[src/verilog/fes_regs.svh]
`ifndef FES_REGS_SVH
`define FES_REGS_SVH
// ----------------------------------------
// register offsets
// ----------------------------------------
`define FES_OFS_STATUS 3'h0
`define FES_OFS_INDEX 3'h1
`define FES_OFS_OBJECT 3'h2
`define FES_OFS_SECURITY 3'h3
`define FES_OFS_PROTECT 3'h4
// ----------------------------------------
// status bit positions
// ----------------------------------------
`define FES_BIT_DONE 7
`define FES_BIT_ACC 5
`define FES_BIT_PVIOL 4
`define FES_BIT_VERR 1
`define FES_BIT_VFATAL 0
// ----------------------------------------
// protect register fields
// ----------------------------------------
`define FES_BIT_PROT_D 15
`define FES_BIT_PROT_P 14
`define FES_PROT_BOUND_MSB 6
// ----------------------------------------
// command codes, indices, map
// ----------------------------------------
`define FES_CMD_ERASE_BLOCK 8'h09
`define FES_CMD_ERASE_SECTOR 8'h0a
`define FES_CMD_UNSECURE 8'h0b
`define FES_CMD_KEY_VERIFY 8'h0c
`define FES_IDX_ADDR_ONLY 3'h0
`define FES_IDX_ADDR 3'h1
`define FES_IDX_KEY 3'h4
`define FES_NUM_WORDS 5
`define FES_UPPER_DFLASH 2'h0
`define FES_UPPER_PFLASH 2'h3
`define FES_KEY_EN_ON 2'h2
`define FES_SEC_OPEN 2'h2
`define FES_PROT_BOUND_RST 7'h7f
`endif

[src/verilog/fes_pkg.sv]
`default_nettype none
package fes_pkg;
  typedef enum logic [4:0] {
    FES_IDLE = 5'h01,
    FES_CHECK = 5'h02,
    FES_ERASE = 5'h04,
    FES_VERIFY = 5'h08,
    FES_KEYCMP = 5'h10
  } fes_state_type;

  typedef enum logic [1:0] {
    FES_SCOPE_BLOCK = 2'h0,
    FES_SCOPE_SECTOR = 2'h1,
    FES_SCOPE_ALL = 2'h2
  } fes_scope_type;

  // request to the flash array macro
  typedef struct packed {
    logic erase;
    logic verify;
    fes_scope_type scope;
    logic [17:0] addr;
  } fes_fm_req_type;

  // answer of the flash array macro
  typedef struct packed {
    logic done;
    logic err;
    logic fatal;
  } fes_fm_rsp_type;

  typedef struct packed {
    fes_state_type st;
    logic loaded;
    logic cmd_done;
    logic acc;
    logic pviol;
    logic verr;
    logic vfatal;
    logic key_lock;
    logic [2:0] idx;
    logic [4:0][15:0] word;
    logic [1:0] sec;
    logic [1:0] key_en;
    logic prot_d;
    logic prot_p;
    logic [6:0] prot_bound;
    logic [15:0] rdata;
    fes_fm_req_type fm;
  } fes_regs_type;
endpackage : fes_pkg
`default_nettype wire

[src/verilog/fes_flash_cmd.sv]
// Design decisions made here: the address-and-strobe port and the placing of the registers.
`include "fes_regs.svh"
`default_nettype none
module fes_flash_cmd
  import fes_pkg::*;
(
  // clock, reset, enable
  input wire logic core_clk_i,
  input wire logic srst_i,
  input wire logic ce_i,
  // register port
  input wire logic [2:0] reg_addr_i,
  input wire logic [15:0] reg_wdata_i,
  input wire logic reg_wr_i,
  input wire logic reg_rd_i,
  output logic [15:0] reg_rdata_o,
  // configuration field and mode
  input wire logic [1:0] cfg_sec_i,
  input wire logic [1:0] cfg_key_en_i,
  input wire logic [3:0][15:0] cfg_key_i,
  input wire logic [3:0] cmd_permit_i,
  // flash array macro
  output fes_fm_req_type fm_req_o,
  input wire fes_fm_rsp_type fm_rsp_i,
  // status
  output logic cmd_complete_flag_o,
  output logic secure_o
);

  fes_regs_type r_ff;
  fes_regs_type nxt_r;

  logic [7:0] cmd;
  logic [17:0] gaddr;
  logic up_p;
  logic up_d;
  logic key_match;
  logic [3:0] key_eq;

  assign cmd = r_ff.word[0][15:8];
  assign gaddr = {r_ff.word[0][1:0], r_ff.word[1]};
  assign up_p = (gaddr[17:16] == `FES_UPPER_PFLASH);
  assign up_d = (gaddr[17:16] == `FES_UPPER_DFLASH);

  // ----------------------------------------
  // key word compare
  // ----------------------------------------
  genvar gi;
  generate
    for (gi = 0; gi < 4; gi++) begin : g_key
      assign key_eq[gi] = (r_ff.word[gi + 1] == cfg_key_i[gi]);
    end
  endgenerate
  assign key_match = &key_eq;

  // ----------------------------------------
  // next state
  // ----------------------------------------
  always_comb begin
    nxt_r = r_ff;
    nxt_r.rdata = 16'h0000;
    // configuration captured once after reset release
    if (!r_ff.loaded) begin
      nxt_r.loaded = 1'b1;
      nxt_r.sec = cfg_sec_i;
      nxt_r.key_en = cfg_key_en_i;
      nxt_r.cmd_done = 1'b1;
    end
    // register reads
    if (reg_rd_i) begin
      case (reg_addr_i)
        `FES_OFS_STATUS: begin
          nxt_r.rdata[`FES_BIT_DONE] = r_ff.cmd_done;
          nxt_r.rdata[`FES_BIT_ACC] = r_ff.acc;
          nxt_r.rdata[`FES_BIT_PVIOL] = r_ff.pviol;
          nxt_r.rdata[`FES_BIT_VERR] = r_ff.verr;
          nxt_r.rdata[`FES_BIT_VFATAL] = r_ff.vfatal;
        end
        `FES_OFS_INDEX: nxt_r.rdata = {13'h0000, r_ff.idx};
        `FES_OFS_OBJECT: begin
          if (r_ff.idx < 3'(`FES_NUM_WORDS)) begin
            nxt_r.rdata = r_ff.word[r_ff.idx];
          end
        end
        `FES_OFS_SECURITY: nxt_r.rdata = {8'h00, r_ff.key_en, 4'h0, r_ff.sec};
        `FES_OFS_PROTECT: begin
          nxt_r.rdata[`FES_BIT_PROT_D] = r_ff.prot_d;
          nxt_r.rdata[`FES_BIT_PROT_P] = r_ff.prot_p;
          nxt_r.rdata[`FES_PROT_BOUND_MSB:0] = r_ff.prot_bound;
        end
        default: nxt_r.rdata = 16'h0000;
      endcase
    end
    // register writes, ignored while a command runs
    if (reg_wr_i && r_ff.cmd_done && r_ff.loaded) begin
      case (reg_addr_i)
        `FES_OFS_STATUS: begin
          if (reg_wdata_i[`FES_BIT_ACC]) begin
            nxt_r.acc = 1'b0;
          end
          if (reg_wdata_i[`FES_BIT_PVIOL]) begin
            nxt_r.pviol = 1'b0;
          end
          // launch by clearing the complete flag, only with no pending access or protection error
          if (reg_wdata_i[`FES_BIT_DONE] && !r_ff.acc && !r_ff.pviol) begin
            nxt_r.cmd_done = 1'b0;
            nxt_r.verr = 1'b0;
            nxt_r.vfatal = 1'b0;
            nxt_r.st = FES_CHECK;
          end
        end
        `FES_OFS_INDEX: nxt_r.idx = reg_wdata_i[2:0];
        `FES_OFS_OBJECT: begin
          if (r_ff.idx < 3'(`FES_NUM_WORDS)) begin
            nxt_r.word[r_ff.idx] = reg_wdata_i;
          end
        end
        `FES_OFS_PROTECT: begin
          nxt_r.prot_d = reg_wdata_i[`FES_BIT_PROT_D];
          nxt_r.prot_p = reg_wdata_i[`FES_BIT_PROT_P];
          nxt_r.prot_bound = reg_wdata_i[`FES_PROT_BOUND_MSB:0];
        end
        default: nxt_r.idx = r_ff.idx;
      endcase
    end
    // command sequencer
    case (r_ff.st)
      FES_IDLE: nxt_r.fm = r_ff.fm;
      FES_CHECK: begin
        nxt_r.st = FES_IDLE;
        nxt_r.cmd_done = 1'b1;
        nxt_r.fm.addr = gaddr;
        case (cmd)
          `FES_CMD_ERASE_BLOCK: begin
            nxt_r.fm.scope = FES_SCOPE_BLOCK;
            if (r_ff.idx != `FES_IDX_ADDR || !cmd_permit_i[0] || (!up_p && !up_d) ||
                (up_p && gaddr[2:0] != 3'h0) || (up_d && gaddr[0])) begin
              nxt_r.acc = 1'b1;
            end else if ((up_p && r_ff.prot_p) || (up_d && r_ff.prot_d)) begin
              nxt_r.pviol = 1'b1;
            end else begin
              nxt_r.cmd_done = 1'b0;
              nxt_r.st = FES_ERASE;
            end
          end
          `FES_CMD_ERASE_SECTOR: begin
            nxt_r.fm.scope = FES_SCOPE_SECTOR;
            if (r_ff.idx != `FES_IDX_ADDR || !cmd_permit_i[1] || !up_p ||
                gaddr[2:0] != 3'h0) begin
              nxt_r.acc = 1'b1;
            end else if (r_ff.prot_p && gaddr[15:9] >= r_ff.prot_bound) begin
              nxt_r.pviol = 1'b1;
            end else begin
              nxt_r.cmd_done = 1'b0;
              nxt_r.st = FES_ERASE;
            end
          end
          `FES_CMD_UNSECURE: begin
            nxt_r.fm.scope = FES_SCOPE_ALL;
            if (r_ff.idx != `FES_IDX_ADDR_ONLY || !cmd_permit_i[2]) begin
              nxt_r.acc = 1'b1;
            end else if (r_ff.prot_p || r_ff.prot_d) begin
              nxt_r.pviol = 1'b1;
            end else begin
              nxt_r.cmd_done = 1'b0;
              nxt_r.st = FES_ERASE;
            end
          end
          `FES_CMD_KEY_VERIFY: begin
            if (r_ff.idx != `FES_IDX_KEY || !cmd_permit_i[3] ||
                r_ff.key_en != `FES_KEY_EN_ON || r_ff.key_lock) begin
              nxt_r.acc = 1'b1;
            end else begin
              nxt_r.cmd_done = 1'b0;
              nxt_r.st = FES_KEYCMP;
            end
          end
          default: nxt_r.acc = 1'b1;
        endcase
      end
      FES_ERASE: begin
        nxt_r.fm.erase = 1'b1;
        if (r_ff.fm.erase && fm_rsp_i.done) begin
          nxt_r.fm.erase = 1'b0;
          nxt_r.fm.verify = 1'b1;
          nxt_r.st = FES_VERIFY;
        end
      end
      FES_VERIFY: begin
        if (fm_rsp_i.done) begin
          nxt_r.fm.verify = 1'b0;
          nxt_r.verr = fm_rsp_i.err;
          nxt_r.vfatal = fm_rsp_i.fatal;
          if (r_ff.fm.scope == FES_SCOPE_ALL && !fm_rsp_i.err) begin
            nxt_r.sec = `FES_SEC_OPEN;
          end
          nxt_r.cmd_done = 1'b1;
          nxt_r.st = FES_IDLE;
        end
      end
      FES_KEYCMP: begin
        if (key_match) begin
          nxt_r.sec = `FES_SEC_OPEN;
        end else begin
          nxt_r.acc = 1'b1;
          nxt_r.key_lock = 1'b1;
        end
        nxt_r.cmd_done = 1'b1;
        nxt_r.st = FES_IDLE;
      end
      default: nxt_r.st = FES_IDLE;
    endcase
  end

  // ----------------------------------------
  // state register
  // ----------------------------------------
  always_ff @(posedge core_clk_i) begin
    if (srst_i) begin
      r_ff <= '0;
      r_ff.st <= FES_IDLE;
      r_ff.prot_bound <= `FES_PROT_BOUND_RST;
    end else if (ce_i) begin
      r_ff <= nxt_r;
    end
  end

  assign reg_rdata_o = r_ff.rdata;
  assign fm_req_o = r_ff.fm;
  assign cmd_complete_flag_o = r_ff.cmd_done;
  assign secure_o = (r_ff.sec != `FES_SEC_OPEN);

endmodule : fes_flash_cmd
`default_nettype wire

[config.mk]
export PLATFORM = sky130hd
export DESIGN_NAME = fes_flash_cmd
export DESIGN_NICKNAME = d
export VERILOG_FILES = /design/src/verilog/fes_pkg.sv /design/src/verilog/fes_flash_cmd.sv
export VERILOG_INCLUDE_DIRS = /design/src /design/src/verilog
export SDC_FILE = /design/constraint.sdc
export NUM_CORES = 1
export LEC_CHECK = 0
export BUFFER_PORTS_ARGS = -buffer_cell sky130_fd_sc_hd__buf_2
export CAP_MARGIN = 10
export CORE_MARGIN = 2
export CORE_UTILIZATION = 36
export CTS_CLUSTER_SIZE = 28
export DETAILED_ROUTE_END_ITERATION = 10
export PLACE_DENSITY_LB_ADDON = 0.3
export SLEW_MARGIN = 15
export SYNTH_ARGS = -nofsm -noshare
export SYNTH_HDL_FRONTEND = slang
export SYNTH_SLANG_ARGS = --single-unit
[constraint.sdc]
create_clock -name core_clk_i -period 3.6 [get_ports core_clk_i]
set_clock_uncertainty 0.1 [all_clocks]
set_input_delay 0.18 -clock core_clk_i [delete_from_list [all_inputs] [get_ports core_clk_i]]
set_output_delay 0.18 -clock core_clk_i [all_outputs]
set_load 0.05 [all_outputs]
==> implementation parameters <==
Parameter                              Value

Run status
  Status    complete, no violations

Timing
  Count of final hold-check violations    0
  Setup violators final    0
  Worst hold slack after final layout    14.8 ps
  Setup TNS after final layout    0 ps
  Post-layout minimum cycle time    2970 ps
  Post-route worst setup slack    634 ps
  Actual transition at the worst max-transition pin    1030 ps
  Tightest slew margin relative to the limit    0.309
  Final Max Tran Viols    0
  Period utilisation layout    0.824
  Unrepaired setup endpoints after global routing    false
  Timing-limited maximum frequency    337 MHz

CTS
  Number of buffers added for setup after CTS    0
  Number of clock sinks    146
  Number of gates resized after cts    0
  CTS Hold Buffers Added    14
  TritonCTS clock tree    built
  Insertion delay to the later sink of the worst-skew pair    430 ps
  TritonCTS Buffers    17
  H-tree levels    4
  Cell at the root of the clock tree    clkbuf_16
  Worst-case clock buffer depth    2
  Clock-pin slew of the registers on the worst-case setup and hold paths    60 ps

Yosys
  Avg Inst Size Synth    8.72 um2
  Distinct cell type count of the synthesized netlist    61
  Async S/R FF share, synth    0
  Proportion of synthesized area in mux cells    0.150
  Post-synthesis cell type with the largest combined area    dfxtp_1
  Post-synth design cell area    0.00785 mm2
  Number of enable-type register cells in the synthesized netlist    0
  Dominant combinational cell family by area after synthesis    simple AND/OR/NAND/NOR gates
  Post-Synth XOR/XNOR Area    0.0748
  Post-Syn Instances    900
  Post-synthesis sequential area ratio    0.372
  Area share of the largest cell type after synthesis    0.372
  Simple-gate portion of the synthesized area    0.186
  Number of storage elements in the synthesis netlist    146
  Net count of the mapped netlist    1008
  Synth warn    0
  Ranking of synthesized cells by area    dfxtp_1, mux2i_1, xnor2_1, nor2_1, buf_4
  Most frequently used flop master after synthesis    dfxtp_1
  Post-synthesis compound-gate area fraction    0.118
  Fraction of the mapped netlist area in adder cells    0.0143

Place
  Quantity of I/O buffers inserted on ports    138
  Half-perimeter wire length after detailed placement    18400 um
  GP Congestion    0.893
  Area post-placement    0.00843 mm2
  Worst setup timing slack at the placement stage    953 ps

Global route
  Largest net degree at the start of global routing    127
  Global-route wire length before repair    38000 um
  Global-route usage over all layers    0.224
  Antenna violations before repair    0
  Grt ovf    0
  Number of global-route vias before repair    6393

Pwr
  Total power density per cell area    394 mW/mm2
  Max rail drop VDD    0.265 mV
  Leak Pwr    3.42 nW

Worst setup path
  Cell repeated most along the worst path    nand4_1
  Data required time at the worst endpoint    3810 ps
  Crit path buf inv count    1
  Arrival time at the worst endpoint    3180 ps
  Biggest fanout along the worst timing path    3
  Slowest cell on the critical path    dlygate4sd3_1
  Element type at the critical path end    flip-flop
  Stage delay of the slowest cell on the critical path    560 ps
  Critical-path cell list    xnor2_1 > nand4_1 > nor4_1 > nand4_1 > nand2b_1 > a31oi_1 > o32ai_1 > dlygate4sd3_1
  Worst Setup Path Type    reg2reg
  Delay-heaviest family, CP    simple AND/OR/NAND/NOR gates
  Critical path launch point type    flip-flop

Finish
  Final Util    0.422
  Final antenna diode count    0
  Share of final-layout standard cells stronger than drive strength 1    0.206
  Most frequent standard cell in the layout excluding fill and tap cells    dfxtp_1
  Area of all placed cells without fillers    0.00913 mm2
  Signed area change from the synthesized netlist to the final layout    16.4%
  Final net count    1095
  Most frequent cells in the layout    dfxtp_1, buf_2, nor2_1, mux2i_1, nand2_1
  Fillcell total    2189

Floorplan
  Die outline height    152 um
  Die span in x    152 um
  Top-level I/O count    139
  CORE AREA    0.0216 mm2
  Effective utilization at floorplan    0.363
  Overall die area    0.0230 mm2
  Floorplan row count    54

Drt
  TritonRoute pass-1 iters    6
  Number of DRC violations after detailed routing    0
  Detailed-route vias per instance    5.36
  Antenna viol nets, final    0
  Wire length reported by the detailed router    25400 um
  Drt wl/cell    19.9 um
  Initial DRC Count    738
  Via count of the routed design    6853

Job
  Max Cap Violations    0

Min path
  Hold Path Class    in2reg
## sequential cells by signal (all words and copies together), names as in the netlist
signal               count
r_ff                    81
cmd_complete_flag_o      1
fm_req_o                22
cmd                      8
gaddr                   18
reg_rdata_o             16
## Yosys cell counts (all sizes together) (4+ instances only)
master  count
and3        5
a22oi      17
buf        62
a21oi      47
a211oi      5
dfxtp     146
o31ai       4
clkbuf     35
nand4      24
nand3      13
nand3b      4
ha          9
nor2      135
or3         5
xnor2      66
mux4        4
nor2b       8
mux2        6
a31oi       9
inv        21
nor3        6
o221ai      4
o211ai      8
nand2      78
nor3b       7
a222oi      5
o21ai      14
nor4        8
mux2i     102
nand2b      4
o22ai      12
## through the flow
step	total power, W	cells
final	0.00360	1279
after global routing	0.00370	1279
after CTS	0.00361	1279
after detailed placement	0.00190	1234
after global placement	0.00190	1234
after floorplan	0.00178	900
## where the power goes
part,internal [W],switching (W)
Sequential,0.00162,0.00000771
Combinational,0.0000981,0.000149
Clock,0.00103,0.000695
## worst paths after layout
| check | startpoint | endpoint | slack, ps | depth (start not counted) |
|---|---|---|---|---|
| worst max-delay path | r_ff[97] | r_ff[49] | 630 | 8 |
| worst min-delay path | reg_wdata_i[0] | r_ff[38] | 10 | 3 |
| worst min register to register | fm_req_o[7] | fm_req_o[7] | 350 | 2 |
| worst max register to register | r_ff[97] | r_ff[49] | 630 | 8 |
## tightest hold or removal path, delay by kind of cell
| kind | cells | cell delay, ps |
|---|---|---|
| mux | 1 | 100 |
| buf+inv | 1 | 180 |
| simple gates | 1 | 60 |
## per-layer routing
metal / wire, um / track usage / part of all wire / vias up
li1: - / - / - / 3286
met1: 11700 / 0.314 / 0.46 / 3285
met2: 11600 / 0.349 / 0.46 / 263
met3: 1920 / 0.0569 / 0.075 / 19
met4: 270 / 0.0444 / 0.011 / 0
met5: 0 / 0 / 0 / -
## cells by family after synthesis
kind of cell / count (synthesis)
AOI/OAI and AO/OA: 140
xor gates and xnor gates: 67
adders and majority gates: 9
buffers and inverters: 118
DFF: 146
muxes: 112
and+or+nand+nor: 308
## area by class of cell
cell class | instances | area, um2 | area share
clock inverter | 11 | 114 | 0.0125
clock buffer | 20 | 447 | 0.0489
sequential | 146 | 2920 | 0.320
multi-input combinational | 636 | 4280 | 0.468
tap | 280 | 350 | 0.0384
timing repair buffer | 165 | 943 | 0.103
inverter | 21 | 78.8 | 0.00863
Power figures use the tool's default switching activity.
